$ cat src/verilog/pcsl_pkg.sv
// constants for the descrambler lock control block
package pcsl_pkg;

    // register indices as printed; byte address is four times the index
    localparam logic [11:0] PCSL_IDX_LINK_LOCK_CTRL  = 12'h485;
    localparam logic [11:0] PCSL_IDX_LOSS_ERR_CTRL   = 12'h486;
    localparam logic [11:0] PCSL_IDX_LOCK_STATUS     = 12'h4F0;
    localparam logic [15:0] PCSL_ADDR_LINK_LOCK_CTRL = {2'h0, PCSL_IDX_LINK_LOCK_CTRL, 2'h0};
    localparam logic [15:0] PCSL_ADDR_LOSS_ERR_CTRL  = {2'h0, PCSL_IDX_LOSS_ERR_CTRL, 2'h0};
    localparam logic [15:0] PCSL_ADDR_LOCK_STATUS    = {2'h0, PCSL_IDX_LOCK_STATUS, 2'h0};

    // link_lock_control fields
    localparam int unsigned PCSL_IPG_CHK_DIS_BIT = 13;
    localparam int unsigned PCSL_LINK_CTRL_BIT   = 12;
    localparam int unsigned PCSL_LOCK_CNT_LSB    = 0;
    localparam int unsigned PCSL_LOCK_CNT_W      = 9;
    localparam logic [15:0] PCSL_CTRL1_RESET     = 16'h1078;
    localparam logic [15:0] PCSL_CTRL1_WMASK     = 16'hF1FF;

    // lock_loss_error_control fields
    localparam int unsigned PCSL_ERR_CNT_LSB     = 9;
    localparam int unsigned PCSL_ERR_CNT_W       = 5;
    localparam int unsigned PCSL_REM_CNT_LSB     = 0;
    localparam int unsigned PCSL_REM_CNT_W       = 5;
    localparam logic [15:0] PCSL_CTRL2_RESET     = 16'h1405;
    localparam logic [15:0] PCSL_CTRL2_WMASK     = 16'hFFFF;

    // lock status fields
    localparam int unsigned PCSL_ST_LINK_BIT     = 0;
    localparam int unsigned PCSL_ST_LOCK_BIT     = 1;
    localparam int unsigned PCSL_ST_REM_BIT      = 2;
    localparam int unsigned PCSL_ST_STATE_LSB    = 4;

    typedef enum logic [1:0] {
        PCSL_ST_OFF   = 2'b00,
        PCSL_ST_TRAIN = 2'b01,
        PCSL_ST_LOCK  = 2'b10
    } pcsl_state_t;

endpackage : pcsl_pkg

$ cat src/verilog/pcsl_lock_ctrl.sv
// descrambler lock control with its apb register file
`timescale 1ns/100ps
`default_nettype none
module pcsl_lock_ctrl
    import pcsl_pkg::*;
#(
    parameter int unsigned ADDR_W = 16
) (
    // clock and reset
    input  wire logic              clk_i,
    input  wire logic              arst_n_i,
    // apb slave
    input  wire logic              psel_i,
    input  wire logic              penable_i,
    input  wire logic              pwrite_i,
    input  wire logic [ADDR_W-1:0] paddr_i,
    input  wire logic [31:0]       pwdata_i,
    input  wire logic [3:0]        pstrb_i,
    output logic [31:0]            prdata_o,
    output logic                   pready_o,
    output logic                   pslverr_o,
    // received symbol stream from the descrambler
    input  wire logic              sym_valid_i,
    input  wire logic              sym_idle_i,
    input  wire logic              sym_error_i,
    input  wire logic              in_ipg_i,
    // link status
    output logic                   training_en_o,
    output logic                   descr_lock_o,
    output logic                   link_up_o,
    output logic                   remote_rx_ok_o
);

    ////////////////////////////////////////////////////////////////////////////////
    // state

    typedef struct packed {
        pcsl_state_t  fsm;
        logic [15:0]  ctrl1;
        logic [15:0]  ctrl2;
        logic         rem_ok;
        logic [31:0]  rdata;
    } pcsl_state_q_t;

    pcsl_state_q_t s_q;
    pcsl_state_q_t s_d;

    logic [PCSL_LOCK_CNT_W-1:0] idle_cnt;
    logic [PCSL_ERR_CNT_W-1:0]  err_cnt;
    logic                       idle_clr;
    logic                       idle_inc;
    logic                       err_clr;
    logic                       err_inc;

    ////////////////////////////////////////////////////////////////////////////////
    // address decode, used for read and write

    function automatic logic [1:0] reg_sel(input logic [ADDR_W-1:0] a);
        logic [1:0] r;
        r = 2'h0;
        if (a == ADDR_W'(PCSL_ADDR_LINK_LOCK_CTRL)) begin
            r = 2'h1;
        end else if (a == ADDR_W'(PCSL_ADDR_LOSS_ERR_CTRL)) begin
            r = 2'h2;
        end else if (a == ADDR_W'(PCSL_ADDR_LOCK_STATUS)) begin
            r = 2'h3;
        end
        return r;
    endfunction : reg_sel

    function automatic logic [15:0] merge16(
        input logic [15:0] old_v,
        input logic [31:0] wdata,
        input logic [3:0]  strb,
        input logic [15:0] wmask
    );
        logic [15:0] m;
        m = {{8{strb[1]}}, {8{strb[0]}}} & wmask;
        return (old_v & ~m) | (wdata[15:0] & m);
    endfunction : merge16

    ////////////////////////////////////////////////////////////////////////////////
    // field views

    logic                       link_ctrl;
    logic                       ipg_chk_dis;
    logic [PCSL_LOCK_CNT_W-1:0] lock_thr;
    logic [PCSL_ERR_CNT_W-1:0]  err_thr;
    logic [PCSL_REM_CNT_W-1:0]  rem_thr;
    logic                       err_seen;
    logic                       lock_hit;
    logic                       loss_hit;
    logic                       rem_hit;
    logic [1:0]                 sel;
    logic                       wr_acc;

    assign link_ctrl   = s_q.ctrl1[PCSL_LINK_CTRL_BIT];
    assign ipg_chk_dis = s_q.ctrl1[PCSL_IPG_CHK_DIS_BIT];
    assign lock_thr    = s_q.ctrl1[PCSL_LOCK_CNT_LSB +: PCSL_LOCK_CNT_W];
    assign err_thr     = s_q.ctrl2[PCSL_ERR_CNT_LSB +: PCSL_ERR_CNT_W];
    assign rem_thr     = s_q.ctrl2[PCSL_REM_CNT_LSB +: PCSL_REM_CNT_W];

    // errors in a gap are ignored when the gap check is off
    assign err_seen = sym_valid_i && sym_error_i
                      && !(in_ipg_i && ipg_chk_dis);

    // a threshold of zero behaves as one so the first symbol decides
    assign lock_hit = sym_valid_i && sym_idle_i
                      && (({1'b0, idle_cnt} + 10'h001) >= {1'b0, lock_thr});
    assign loss_hit = err_seen
                      && (({1'b0, err_cnt} + 6'h01) >= {1'b0, err_thr});
    assign rem_hit  = err_seen
                      && (({1'b0, err_cnt} + 6'h01) >= {1'b0, rem_thr});

    // idle run counts toward lock; any other symbol restarts it
    assign idle_clr = (s_q.fsm != PCSL_ST_TRAIN) || (sym_valid_i && !sym_idle_i);
    assign idle_inc = sym_valid_i && sym_idle_i;
    // error run restarts on every good idle symbol
    assign err_clr  = (s_q.fsm != PCSL_ST_LOCK) || (sym_valid_i && sym_idle_i);
    assign err_inc  = err_seen;

    assign sel    = reg_sel(paddr_i);
    assign wr_acc = psel_i && penable_i && pwrite_i;

    ////////////////////////////////////////////////////////////////////////////////
    // next state

    always_comb begin
        s_d = s_q;

        // register writes take effect in the access phase
        if (wr_acc && (sel == 2'h1)) begin
            s_d.ctrl1 = merge16(s_q.ctrl1, pwdata_i, pstrb_i, PCSL_CTRL1_WMASK);
        end else if (wr_acc && (sel == 2'h2)) begin
            s_d.ctrl2 = merge16(s_q.ctrl2, pwdata_i, pstrb_i, PCSL_CTRL2_WMASK);
        end

        // read data captured in setup so it stands through the access phase
        if (psel_i && !penable_i && !pwrite_i) begin
            if (sel == 2'h1) begin
                s_d.rdata = {16'h0000, s_q.ctrl1};
            end else if (sel == 2'h2) begin
                s_d.rdata = {16'h0000, s_q.ctrl2};
            end else if (sel == 2'h3) begin
                s_d.rdata = 32'h0000_0000;
                s_d.rdata[PCSL_ST_LINK_BIT]  = (s_q.fsm == PCSL_ST_LOCK);
                s_d.rdata[PCSL_ST_LOCK_BIT]  = (s_q.fsm == PCSL_ST_LOCK);
                s_d.rdata[PCSL_ST_REM_BIT]   = s_q.rem_ok;
                s_d.rdata[PCSL_ST_STATE_LSB +: 2] = s_q.fsm;
            end else begin
                s_d.rdata = 32'h0000_0000;
            end
        end

        case (s_q.fsm)
            PCSL_ST_OFF: begin
                s_d.rem_ok = 1'b0;
                if (link_ctrl) begin
                    s_d.fsm = PCSL_ST_TRAIN;
                end
            end
            PCSL_ST_TRAIN: begin
                s_d.rem_ok = 1'b0;
                if (!link_ctrl) begin
                    s_d.fsm = PCSL_ST_OFF;
                end else if (lock_hit) begin
                    s_d.fsm    = PCSL_ST_LOCK;
                    s_d.rem_ok = 1'b1;
                end
            end
            PCSL_ST_LOCK: begin
                if (!link_ctrl) begin
                    s_d.fsm    = PCSL_ST_OFF;
                    s_d.rem_ok = 1'b0;
                end else if (loss_hit) begin
                    s_d.fsm    = PCSL_ST_TRAIN;
                    s_d.rem_ok = 1'b0;
                end else if (rem_hit) begin
                    s_d.rem_ok = 1'b0;
                end else if (sym_valid_i && sym_idle_i) begin
                    s_d.rem_ok = 1'b1;
                end
            end
            default: begin
                s_d.fsm    = PCSL_ST_OFF;
                s_d.rem_ok = 1'b0;
            end
        endcase
    end

    always_ff @(posedge clk_i or negedge arst_n_i) begin
        if (!arst_n_i) begin
            s_q.fsm    <= PCSL_ST_OFF;
            s_q.ctrl1  <= PCSL_CTRL1_RESET;
            s_q.ctrl2  <= PCSL_CTRL2_RESET;
            s_q.rem_ok <= 1'b0;
            s_q.rdata  <= 32'h0000_0000;
        end else begin
            s_q <= s_d;
        end
    end

    ////////////////////////////////////////////////////////////////////////////////
    // symbol counters

    pcsl_sym_cnt #(
        .W        (PCSL_LOCK_CNT_W)
    ) u_idle_cnt (
        .clk_i    (clk_i),
        .arst_n_i (arst_n_i),
        .clr_i    (idle_clr),
        .inc_i    (idle_inc),
        .count_o  (idle_cnt)
    );

    pcsl_sym_cnt #(
        .W        (PCSL_ERR_CNT_W)
    ) u_err_cnt (
        .clk_i    (clk_i),
        .arst_n_i (arst_n_i),
        .clr_i    (err_clr),
        .inc_i    (err_inc),
        .count_o  (err_cnt)
    );

    ////////////////////////////////////////////////////////////////////////////////
    // outputs

    // zero wait states; unmapped addresses and status writes are refused
    assign pready_o       = 1'b1;
    assign pslverr_o      = psel_i && penable_i
                            && ((sel == 2'h0) || (pwrite_i && (sel == 2'h3)));
    assign prdata_o       = s_q.rdata;
    assign training_en_o  = (s_q.fsm == PCSL_ST_TRAIN);
    assign descr_lock_o   = (s_q.fsm == PCSL_ST_LOCK);
    assign link_up_o      = (s_q.fsm == PCSL_ST_LOCK);
    assign remote_rx_ok_o = s_q.rem_ok;

endmodule : pcsl_lock_ctrl
`default_nettype wire

$ cat src/verilog/pcsl_sym_cnt.sv
// saturating symbol counter with synchronous clear
`timescale 1ns/100ps
`default_nettype none
module pcsl_sym_cnt #(
    parameter int unsigned W = 9
) (
    // clock and reset
    input  wire logic         clk_i,
    input  wire logic         arst_n_i,
    // control
    input  wire logic         clr_i,
    input  wire logic         inc_i,
    // count
    output logic [W-1:0]      count_o
);

    typedef struct packed {
        logic [W-1:0] cnt;
    } pcsl_cnt_state_t;

    pcsl_cnt_state_t s_q;
    pcsl_cnt_state_t s_d;

    always_comb begin
        s_d = s_q;
        if (clr_i) begin
            s_d.cnt = '0;
        end else if (inc_i && (s_q.cnt != {W{1'b1}})) begin
            s_d.cnt = s_q.cnt + {{(W-1){1'b0}}, 1'b1};
        end
    end

    always_ff @(posedge clk_i or negedge arst_n_i) begin
        if (!arst_n_i) begin
            s_q <= '0;
        end else begin
            s_q <= s_d;
        end
    end

    assign count_o = s_q.cnt;

endmodule : pcsl_sym_cnt
`default_nettype wire
$ cat config.mk
export PLATFORM = sky130hd
export DESIGN_NAME = pcsl_lock_ctrl
export DESIGN_NICKNAME = d
export VERILOG_FILES = /design/src/verilog/pcsl_pkg.sv /design/src/verilog/pcsl_lock_ctrl.sv /design/src/verilog/pcsl_sym_cnt.sv
export SDC_FILE = /design/constraint.sdc
export NUM_CORES = 1
export LEC_CHECK = 0
export BUFFER_PORTS_ARGS = -buffer_cell sky130_fd_sc_hd__buf_4
export CAP_MARGIN = 15
export CORE_MARGIN = 2
export CORE_UTILIZATION = 55
export CTS_BUF_LIST = sky130_fd_sc_hd__clkbuf_4
export DETAILED_ROUTE_END_ITERATION = 7
export PLACE_DENSITY = 0.82
export SLEW_MARGIN = 20
export SYNTH_ARGS = -nofsm -noshare
export SYNTH_HDL_FRONTEND = slang
export SYNTH_HIERARCHICAL = 1
export SYNTH_SLANG_ARGS = --single-unit
$ cat constraint.sdc
create_clock -name clk_i -period 3 [get_ports clk_i]
set_clock_uncertainty 0.05 [all_clocks]
set_input_delay 0.9 -clock clk_i [delete_from_list [all_inputs] [get_ports clk_i]]
set_output_delay 0.9 -clock clk_i [all_outputs]
set_load 0.005 [all_outputs]
==> results.toml, run 1 <==
[cts]
buffer_levels_on_the_longest_clock_path = 2
cts.sink_count = 62
clock_latency_ns = 0.42
cts_made_buffers = 9
tritoncts_clock_tree = "built"
clk_root_buffer_cell = "sky130_fd_sc_hd__clkbuf_4"
postCtsSetupBuffers = 0
clkTransAtPathRegs_ns = 0.11
cts_h_tree_lvls = 3

[sta]
tightest_slew_ns = 0.796
setup-tns-final_ns = 0
final.period_utilization_pct = 98.8
fmaxAchievable_ghz = 0.337
finalSetupViolations = 0
finalHoldViolCount = 0
post-route-min-period_ns = 2.97
maxSlewViolCount = 0
maxSlewHeadroom_pct = 46.9
unrepaired_setup_endpoints_after_global_routing = "false"

[global_route]
initial_antenna_violation_count = 0
maximum_number_of_pins_on_one_net_before_global_route_repair = 63
first_pass_grt_wire_length_um = 13900
grt.overflow.total = 0
grt_pass1_vias = 3093
grt_util_all_layers_pct = 23.0

[final_layout]
layout_commonest_cell = "sky130_fd_sc_hd__buf_4"
fill_cells = 577
area.growth.synth_to_final_pct = 15.4
finalNonFillerCells = 543
fin_nets = 532
final_util_pct = 66.0
drive_gt1_share_pct = 29.1
layout.cells.most_common_list = "sky130_fd_sc_hd__buf_4 (70), sky130_fd_sc_hd__dfrtp_1 (52), sky130_fd_sc_hd__nor2_1 (40), sky130_fd_sc_hd__nand2_1 (33), sky130_fd_sc_hd__ha_1 (29)"
n_antenna_cell = 0

[setup_path]
setup.worst_path.class = "input port to output port"
cp_num_buf_inv = 2
worst-r2r-cell-count = 10
cp.depth = 6
crit_fanout = 4
worstReg2RegStart = "u_idle_cnt/count_o[0]$_DFFE_PN0P_"
critPathRequiredTime_ns = 2.05
critPathLaunchType = "input port"
worst_path_dominant_cell_family = "simple AND/OR/NAND/NOR gates"
list_of_cells_traversed_by_the_critical_path = "buf_4, nor4_4, nand3_2, nor4_1, nor4_2, buf_4"
critPathArrivalTime_ns = 2.02
critPathLaunch = "paddr_i[14]"
slowest_cp_cell = "sky130_fd_sc_hd__nor4_1"
timing.critical_path.to = "pslverr_o"
critical-path-top-cell-by-count = "sky130_fd_sc_hd__buf_4"
worst_reg2reg_endpoint = "s_q[65]$_DFFE_PN0P_"
critical-path-max-stage-delay_ns = 0.35
setup.reg_to_reg.worst_slack_ns = 0.19
worstSetupEndpointType = "output port"

[logic_synthesis]
synth_enable_flop_cells = 0
avgSynthCellArea_um2 = 10.0
netlist-cell-type-count = 53
synth.area.top_cells = "sky130_fd_sc_hd__dfrtp_1 (34%), sky130_fd_sc_hd__ha_1 (9.3%), sky130_fd_sc_hd__buf_4 (6.9%)"
synthesis.yosys.warnings = 6
yosys.area.top_type = "sky130_fd_sc_hd__dfrtp_1"
synth_seq_cells = 62
synth_seq_area_share_pct = 40.0
synth_ff_type = "sky130_fd_sc_hd__dfrtp_1"
synth_top_cell_area_share_pct = 33.9
ys_async_sr_fraction_pct = 100
post_synth_inst_count = 390
mappedNetlistArea_mm2 = 0.00391

[flow_run]
drv_cap = 0

[detailed_routing]
per_cell_routed_wire_length_um = 15.7
routed_wl_um = 8540
routed-via-count = 3051
drt-vias-per-instance = 5.62
drt_pre_antenna_iters = 4
detailedRoute.firstIterationViolations = 197
final_antenna_net_count = 0
drc_markers = 0

[power]
total_power_draw_mw = 2.09
power_leakage_nw = 2.22
power_per_cell_area_mw_per_mm2 = 462
worst_case_vdd_ir_drop_mv = 0.252

[floorplan]
ports = 99
dieHeight_um = 88.3
die_width_um = 88.3
die_area_mm2 = 0.00780
num_rows = 30
floorplan.initialDensity_pct = 57.2
floorplan.core_area_mm2 = 0.00683

[placement]
placedCellCount = 527
port_buffers = 63
place_hpwl_um = 6300
rd_place_congestion = 0.813

[outcome]
status = "completed"

[worst_hold_path]
class_of_the_tightest_hold_or_removal_check = "flop to flop"
[tightest hold or removal path, stage by stage, from the launching register on]
cell,delay (ns)
sky130_fd_sc_hd__dfrtp_1,0.36
sky130_fd_sc_hd__nand2_1,0.05
sky130_fd_sc_hd__o21ai_0,0.06
[synth_stat cells, types with 2 or more instances]
library cell               number
sky130_fd_sc_hd__or3_1          3
sky130_fd_sc_hd__dfstp_2        9
sky130_fd_sc_hd__ha_1          29
sky130_fd_sc_hd__buf_6          3
sky130_fd_sc_hd__conb_1         2
sky130_fd_sc_hd__mux2_2        17
sky130_fd_sc_hd__nand3_1       10
sky130_fd_sc_hd__clkbuf_1       4
sky130_fd_sc_hd__o21ai_0       17
sky130_fd_sc_hd__a21oi_1       14
sky130_fd_sc_hd__nand3_2        2
sky130_fd_sc_hd__and2_1         2
sky130_fd_sc_hd__or4_1          2
sky130_fd_sc_hd__mux2_1         5
sky130_fd_sc_hd__a221oi_1      11
sky130_fd_sc_hd__dfrtp_1       53
sky130_fd_sc_hd__mux2i_1        4
sky130_fd_sc_hd__and4bb_2       2
sky130_fd_sc_hd__o31ai_1        5
sky130_fd_sc_hd__xor2_1        10
sky130_fd_sc_hd__and3_1         6
sky130_fd_sc_hd__o21a_1         4
sky130_fd_sc_hd__nor2_4         4
sky130_fd_sc_hd__nand4_1        5
sky130_fd_sc_hd__a211o_1        2
sky130_fd_sc_hd__nand2b_1       4
sky130_fd_sc_hd__nor2_1        40
sky130_fd_sc_hd__nand2_1       33
sky130_fd_sc_hd__buf_4         36
sky130_fd_sc_hd__nor4_1         3
sky130_fd_sc_hd__nand3b_1       3
sky130_fd_sc_hd__a31oi_1        2
sky130_fd_sc_hd__xnor2_1        4
sky130_fd_sc_hd__inv_1         21
[layout make-up]
type | instances | area, µm² | area share, %
Timing Repair Buffer | 70 | 526 | 11.6
Tap cell | 96 | 120 | 2.66
Inverter | 21 | 78.8 | 1.75
Clock inverter | 6 | 134 | 2.97
Multi-Input combinational cell | 278 | 2010 | 44.6
Clock buffer | 10 | 75.1 | 1.66
Sequential cell | 62 | 1560 | 34.7
[what timing repair did]
item / CTS / global route
gates resized for setup: 1 / 2
endpoints found under the setup margin: 1 / 2
pin swaps: 0 / 1
hold buffers: 0 / 0
[worst min-delay path by stage]
stage                                   startpoint                        to  slack, ns  cells after the start
after floorplan           prdata_o[10]$_DFFE_PN0P_  prdata_o[10]$_DFFE_PN0P_       0.40                      2
after global placement    prdata_o[11]$_DFFE_PN0P_  prdata_o[11]$_DFFE_PN0P_       0.41                      2
after detailed placement   prdata_o[9]$_DFFE_PN0P_   prdata_o[9]$_DFFE_PN0P_       0.42                      2
after CTS                  prdata_o[9]$_DFFE_PN0P_   prdata_o[9]$_DFFE_PN0P_       0.45                      2
after global routing      prdata_o[11]$_DFFE_PN0P_  prdata_o[11]$_DFFE_PN0P_       0.47                      2
final                      prdata_o[9]$_DFFE_PN0P_   prdata_o[9]$_DFFE_PN0P_       0.44                      2
[layer usage]
metal  vias to the layer above  share of wire (%)  global-route usage [%]
li1                       1432                  -                       -
met1                      1491                 42                    29.0
met2                       113                 49                    39.2
met3                        15                7.2                    3.45
met4                         0                1.7                    10.1
met5                         -                  0                       0
[power by group]
group          internal, mW  leakage (nW)  switching (mW)
Sequential            0.875         0.777          0.0351
Clock                 0.515         0.111           0.336
Combinational         0.166          1.33           0.158
Total                  1.56          2.22           0.529
[cell families (layout without fill, tap and decap cells)]
group,after synthesis,in the layout,share of synthesized area (%)
compound gates,64,64,11.5
xor+xnor,14,14,3.14
fa+ha+maj,29,29,9.28
buf+inv,65,107,10.3
flops,62,62,40.0
mux,26,26,7.36
other cells,2,17,0.192
simple gates,128,128,18.2
[per-stage QoR]
stage          hold WS, ns  cell area [µm²]  setup WS [ns]
5_1_grt              0.471             4510       0.000748
6_report             0.441             4510         0.0345
4_1_cts              0.446             4500         0.0270
2_1_floorplan        0.400             3970          0.106
3_3_place_gp         0.413             4290         0.0517
3_5_place_dp         0.422             4290      -0.000766
No activity file was read; power rests on OpenSTA's default activity.
==> run 2: changes to the inputs <==
RECOVER_POWER = 100   (was unset)
==> results.toml, run 2 (synthesized netlist as in run 1, its figures left out) <==
[final_layout]
drive_gt1_share_pct = 26.0
finalNonFillerCells = 543
n_antenna_cell = 0
layout.cells.most_common_list = "sky130_fd_sc_hd__dfrtp_1 (52), sky130_fd_sc_hd__buf_4 (45), sky130_fd_sc_hd__nor2_1 (44), sky130_fd_sc_hd__nand2_1 (33), sky130_fd_sc_hd__ha_1 (29)"
fill_cells = 599
area.growth.synth_to_final_pct = 13.3
fin_nets = 532
reg_area_mm2 = 0.00156
multi_input_comb_area_mm2 = 0.00196
layout_commonest_cell = "sky130_fd_sc_hd__dfrtp_1"

[power]
power_per_cell_area_mw_per_mm2 = 467
power_leakage_nw = 2.17
power.clock.fraction_pct = 40.9
switchingPower_uw = 522
power.internal_mw = 1.55
p_seq_share_pct = 44.0
total_power_draw_mw = 2.07
worst_case_vdd_ir_drop_mv = 0.252
combinationalPowerShare_pct = 15.1
power_switching_share_pct = 25.2

[outcome]
status = "finished with violations"
violations_in_the_final_reports = "capacitance limit, slew limit"

[global_route]
first_pass_grt_wire_length_um = 13900
grt_util_all_layers_pct = 23.0
grt_pass1_vias = 3093
maximum_number_of_pins_on_one_net_before_global_route_repair = 63
initial_antenna_violation_count = 0
grt.overflow.total = 0

[detailed_routing]
per_cell_routed_wire_length_um = 15.6
final_antenna_net_count = 0
drt_pre_antenna_iters = 4
drc_markers = 0
routed-via-count = 3044
detailedRoute.firstIterationViolations = 180
drt-vias-per-instance = 5.61
routed_wl_um = 8500

[floorplan]
num_rows = 30
floorplan.initialDensity_pct = 57.2
die_area_mm2 = 0.00780
dieHeight_um = 88.3
floorplan.core_area_mm2 = 0.00683
die_width_um = 88.3
ports = 99

[placement]
port_buffers = 63
rd_place_congestion = 0.813
placedCellCount = 527
place_hpwl_um = 6300

[setup_path]
crit_fanout = 4
worstReg2RegStart = "u_idle_cnt/count_o[0]$_DFFE_PN0P_"
critPathRequiredTime_ns = 2.05
setup.worst_path.class = "input port to output port"
critPathLaunch = "paddr_i[14]"
critPathArrivalTime_ns = 2.00
critPathLaunchType = "input port"
worstSetupEndpointType = "output port"

[cts]
cts.sink_count = 62
buffer_levels_on_the_longest_clock_path = 2
cts_hold_repair.buffers = 0
postCtsSetupBuffers = 0
cts_made_buffers = 9
clock_latency_ns = 0.41
cts_h_tree_lvls = 3
clk_root_buffer_cell = "sky130_fd_sc_hd__clkbuf_4"
tritoncts_clock_tree = "built"
clkTransAtPathRegs_ns = 0.11

[worst_hold_path]
hp-start = "prdata_o[9]$_DFFE_PN0P_"
class_of_the_tightest_hold_or_removal_check = "flop to flop"

[sta]
finalSetupViolations = 0
maxSlewHeadroom_pct = -3.61
tightest_slew_ns = 1.55
post-route-min-period_ns = 2.95
maxSlewViolCount = 63
final.period_utilization_pct = 98.4
finalHoldViolCount = 0
fmaxAchievable_ghz = 0.339
unrepaired_setup_endpoints_after_global_routing = "false"

[flow_run]
drv_cap = 1
-- run 2: repair_timing --
| item | in CTS | in global routing |
|---|---|---|
| pin swaps | 0 | 1 |
| resized for setup | 1 | 2 |
| endpoints found under the setup margin | 1 | 2 |
| hold endpoints to repair | 0 | 0 |
-- run 2: layer usage --
metal | track usage (%) | share of wire (%)
met1 | 29.0 | 43
met3 | 3.45 | 6.6
met4 | 10.1 | 2.0
met5 | 0 | 0
met2 | 39.2 | 49
-- run 2: power by group through the flow --
stage / Combinational, mW / Clock (mW) / Sequential, mW
final: 0.312 / 0.846 / 0.910
after CTS: 0.327 / 0.852 / 0.910
after detailed placement: 0.324 / 0 / 0.926
after global placement: 0.312 / 0 / 0.922
after global routing: 0.353 / 0.883 / 0.917
after floorplan: 0.221 / 0 / 0.915
-- run 2: worst max-delay path, stage by stage --
cell and delay [ns]:
sky130_fd_sc_hd__clkbuf_1 0.10, sky130_fd_sc_hd__nor4_4 0.30, sky130_fd_sc_hd__nand3_2 0.16, sky130_fd_sc_hd__nor4_1 0.35, sky130_fd_sc_hd__nor4_2 0.06, sky130_fd_sc_hd__buf_4 0.14
-- run 2: path summary, 6_finish.rpt --
check                                               endpoint  slack, ns  cells past startpoint
setup / recovery                                   pslverr_o       0.05                      6
hold / removal                       prdata_o[9]$_DFFE_PN0P_       0.44                      2
setup reg to reg                         s_q[65]$_DFFE_PN0P_       0.19                     10
hold reg to reg                      prdata_o[9]$_DFFE_PN0P_       0.44                      2
max in group asynchronous  u_idle_cnt/count_o[0]$_DFFE_PN0P_       1.08                      1
min in group asynchronous   u_err_cnt/count_o[4]$_DFFE_PN0P_       0.81                      1
-- run 2: stage by stage --
stage	area, µm²	worst slack [ns]	setup TNS, ns	hold slack [ns]	util [%]
floorplan	3970	0.106	0	0.400	-
global placement	4290	0.0517	0	0.413	62.7
detailed placement	4290	-0.000766	-0.000766	0.422	62.7
CTS	4500	0.0270	0	0.446	65.9
global route	4430	0.0104	0	0.469	64.8
finish	4430	0.0485	0	0.440	64.8
-- run 2: layout make-up --
type,instances,area share (%)
inverter,21,1.78
sequential,62,35.3
clock buffer,10,1.70
tap,96,2.71
timing repair buffer,70,11.1
clock inverter,6,3.02
multi-input combinational,278,44.3
==> run 3: changes to the inputs <==
GPL_TIMING_DRIVEN = 0   (was unset)
PLACE_DENSITY = 0.83   (was 0.82)
SYNTH_HIERARCHICAL = unset   (was 1)
==> results.toml, run 3 <==
[logic_synthesis]
netlist-cell-type-count = 56
synth_top_cell_area_share_pct = 35.1
yosys.cell_count.top_type = "sky130_fd_sc_hd__dfrtp_1"
synth.area.top_cells = "sky130_fd_sc_hd__dfrtp_1 (35%), sky130_fd_sc_hd__ha_1 (8.9%), sky130_fd_sc_hd__buf_4 (6.7%)"
synth_seq_area_share_pct = 41.3
ys_async_sr_fraction_pct = 100
synth_top_cells_by_count = "sky130_fd_sc_hd__dfrtp_1 (53), sky130_fd_sc_hd__nor2_1 (40), sky130_fd_sc_hd__buf_4 (34)"
synthesis.yosys.warnings = 0
synth_seq_cells = 62
yosys.area.top_type = "sky130_fd_sc_hd__dfrtp_1"
avgSynthCellArea_um2 = 10.5
synth_enable_flop_cells = 0
synth_ff_type = "sky130_fd_sc_hd__dfrtp_1"
post_synth_inst_count = 360
mappedNetlistArea_mm2 = 0.00378

[global_route]
initial_antenna_violation_count = 0
gr-usage-met2_pct = 40.7
first_pass_grt_wire_length_um = 14400
grt.overflow.total = 0
grt_use_met1_pct = 31.8
maximum_number_of_pins_on_one_net_before_global_route_repair = 63
grt_busiest_layer = "met2"
grt_util_all_layers_pct = 24.9
globalRouteMet3Util_pct = 5.50
grt_pass1_vias = 2975

[final_layout]
finalNonFillerCells = 538
fin_nets = 542
drive_gt1_share_pct = 38.4
final_cell_area_mm2 = 0.00463
layout_commonest_cell = "sky130_fd_sc_hd__buf_4"
area.growth.synth_to_final_pct = 22.5
n_antenna_cell = 0
layout.cells.most_common_list = "sky130_fd_sc_hd__buf_4 (82), sky130_fd_sc_hd__dfrtp_1 (52), sky130_fd_sc_hd__nor2_1 (38), sky130_fd_sc_hd__ha_1 (27), sky130_fd_sc_hd__clkbuf_4 (27)"

[detailed_routing]
drt-vias-per-instance = 5.49
detailedRoute.firstIterationViolations = 172
drt_pre_antenna_iters = 4
routed_wl_um = 8790
drc_markers = 0
routed-via-count = 2954
per_cell_routed_wire_length_um = 16.3
final_antenna_net_count = 0

[sta]
finalSetupViolations = 1
post-route-min-period_ns = 3.06
maxSlewHeadroom_pct = -1.42
finalHoldViolCount = 0
maxSlewViolCount = 63
setup-tns-final_ns = -0.0585
unrepaired_setup_endpoints_after_global_routing = "true"
tightest_slew_ns = 1.52
fmaxAchievable_ghz = 0.327
final.period_utilization_pct = 102
setup_slack_after_layout_ns = -0.0585

[worst_hold_path]
worstHoldPathCells = 2
whs_endpoint = "prdata_o[11]$_DFFE_PN0P_"
hp-start = "prdata_o[11]$_DFFE_PN0P_"
class_of_the_tightest_hold_or_removal_check = "flop to flop"

[cts]
buffer_levels_on_the_longest_clock_path = 2
cts_h_tree_lvls = 3
cts.sink_count = 62
tritoncts_clock_tree = "built"
clkTransAtPathRegs_ns = 0.10
clk_root_buffer_cell = "sky130_fd_sc_hd__clkbuf_4"
cts_made_buffers = 9
clock_latency_ns = 0.42

[setup_path]
setup.reg_to_reg.worst_slack_ns = 0.22
crit_fanout = 3
worstSetupEndpointType = "output port"
critPathLaunchType = "input port"
worst_reg2reg_endpoint = "s_q[65]$_DFFE_PN0P_"
slowest_cp_cell = "sky130_fd_sc_hd__nor4_4"
list_of_cells_traversed_by_the_critical_path = "buf_6, nor4b_4, nand3_2, nor4_4, a2111oi_4, buf_4"
cp_num_buf_inv = 2
critical-path-max-stage-delay_ns = 0.35
critPathArrivalTime_ns = 2.11
critPathRequiredTime_ns = 2.05
worst_path_dominant_cell_family = "simple AND/OR/NAND/NOR gates"
worstReg2RegStart = "u_idle_cnt.count_o[4]$_DFFE_PN0P_"
worst-r2r-cell-count = 11
setup.worst_path.class = "input port to output port"

[outcome]
violations_in_the_final_reports = "capacitance limit, slew limit, setup timing"
status = "finished with violations"

[floorplan]
ports = 99
die_area_mm2 = 0.00756
die_width_um = 86.9
floorplan.initialDensity_pct = 56.3
floorplan.core_area_mm2 = 0.00672
num_rows = 30
dieHeight_um = 86.9

[power]
worst_case_vdd_ir_drop_mv = 0.326
power_per_cell_area_mw_per_mm2 = 384
power_leakage_nw = 2.22

[placement]
dpl-instance-area_mm2 = 0.00441
place_hpwl_um = 6350
placedCellCount = 518
rd_place_congestion = 0.860
port_buffers = 63

[flow_run]
drv_cap = 1
run 3: cell types whose count changed in the layout (fill, tap and decap cells not counted), moves of 4 or more:
| cell | change |
|---|---|
| sky130_fd_sc_hd__buf_4 | +37 |
| sky130_fd_sc_hd__mux2_4 | +8 |
| sky130_fd_sc_hd__nand2_1 | -8 |
| sky130_fd_sc_hd__o21ai_0 | -8 |
| sky130_fd_sc_hd__nor2_1 | -6 |
| sky130_fd_sc_hd__a22o_1 | +5 |
| sky130_fd_sc_hd__nand3_1 | -5 |
| sky130_fd_sc_hd__nor2_4 | +5 |
| sky130_fd_sc_hd__xor2_1 | -5 |
| sky130_fd_sc_hd__bufinv_16 | -4 |
| sky130_fd_sc_hd__clkbuf_1 | -4 |
| sky130_fd_sc_hd__mux2i_1 | -4 |
run 3: worst reg2reg max path: cells and delay by family, from the launching register on:
kind                     cells  cell delay (ns)
AO/OA/AOI/OAI                4             0.81
adder cells (fa/ha/maj)      1             0.27
XOR/XNOR                     1             0.17
AND/OR/NAND/NOR              4             0.59
flip-flops                   1             0.43
multiplexers                 1             0.34
run 3: per-stage QoR:
stage / setup slack [ns] / power, mW / hold slack, ns / util (%)
2_1_floorplan: 0.0969 / 1.14 / 0.400 / -
3_3_place_gp: -0.267 / 1.29 / 0.419 / 65.7
3_5_place_dp: -0.307 / 1.31 / 0.422 / 65.7
4_1_cts: -0.0502 / 1.78 / 0.445 / 68.8
5_1_grt: -0.135 / 1.86 / 0.472 / 69.0
6_report: -0.0585 / 1.78 / 0.439 / 69.0
run 3: worst max-delay path by stage:
stage                     cells past startpoint        start  slack (ns)   endpoint
after global routing                          6  paddr_i[10]       -0.13  pslverr_o
after floorplan                               6   paddr_i[9]         0.1  pslverr_o
after CTS                                     6   paddr_i[5]       -0.05  pslverr_o
after detailed placement                      6  paddr_i[11]       -0.31  pslverr_o
after global placement                        6  paddr_i[11]       -0.27  pslverr_o
final                                         6  paddr_i[10]       -0.06  pslverr_o
run 3: kinds of logic (layout without fill, tap and decap cells):
kind of cell	Yosys count	count (layout)	synth area share, %
adders and majority gates	27	27	8.93
AOI/OAI and AO/OA	60	60	12.3
buffers and inverters	64	147	9.89
and+or+nand+nor	104	104	15.1
other	2	17	0.198
muxes	30	30	9.72
DFF	62	62	41.3
xor gates and xnor gates	11	11	2.55
run 3: repair_timing:
item / in CTS / in global routing
hold buffers: 0 / 0
endpoints found under the setup margin: 1 / 2
buffers inserted: 4 / 2
pin swaps: 7 / 7
gates resized for setup: 14 / 5
run 3: per-layer routing:
metal | vias up | wire, µm
met4 | 0 | 233
met2 | 92 | 4310
met1 | 1435 | 3780
li1 | 1408 | -
met3 | 19 | 469
met5 | - | 0
run 3: layout make-up:
class,instances,area [µm²]
repair buffers,69,527
clock inverters,5,27.5
well taps,80,100
fillers,512,2080
multi-input cells,249,1970
plain buffers,39,275
clock buffers,10,75.1
flip-flops and latches,62,1560
inverters,24,92.6
run 3: report_power, final:
part           internal, mW  total, mW  switching (mW)
Clock                 0.168      0.481           0.313
Sequential            0.876      0.911          0.0349
Combinational         0.212      0.386           0.175
Total                  1.26       1.78           0.523
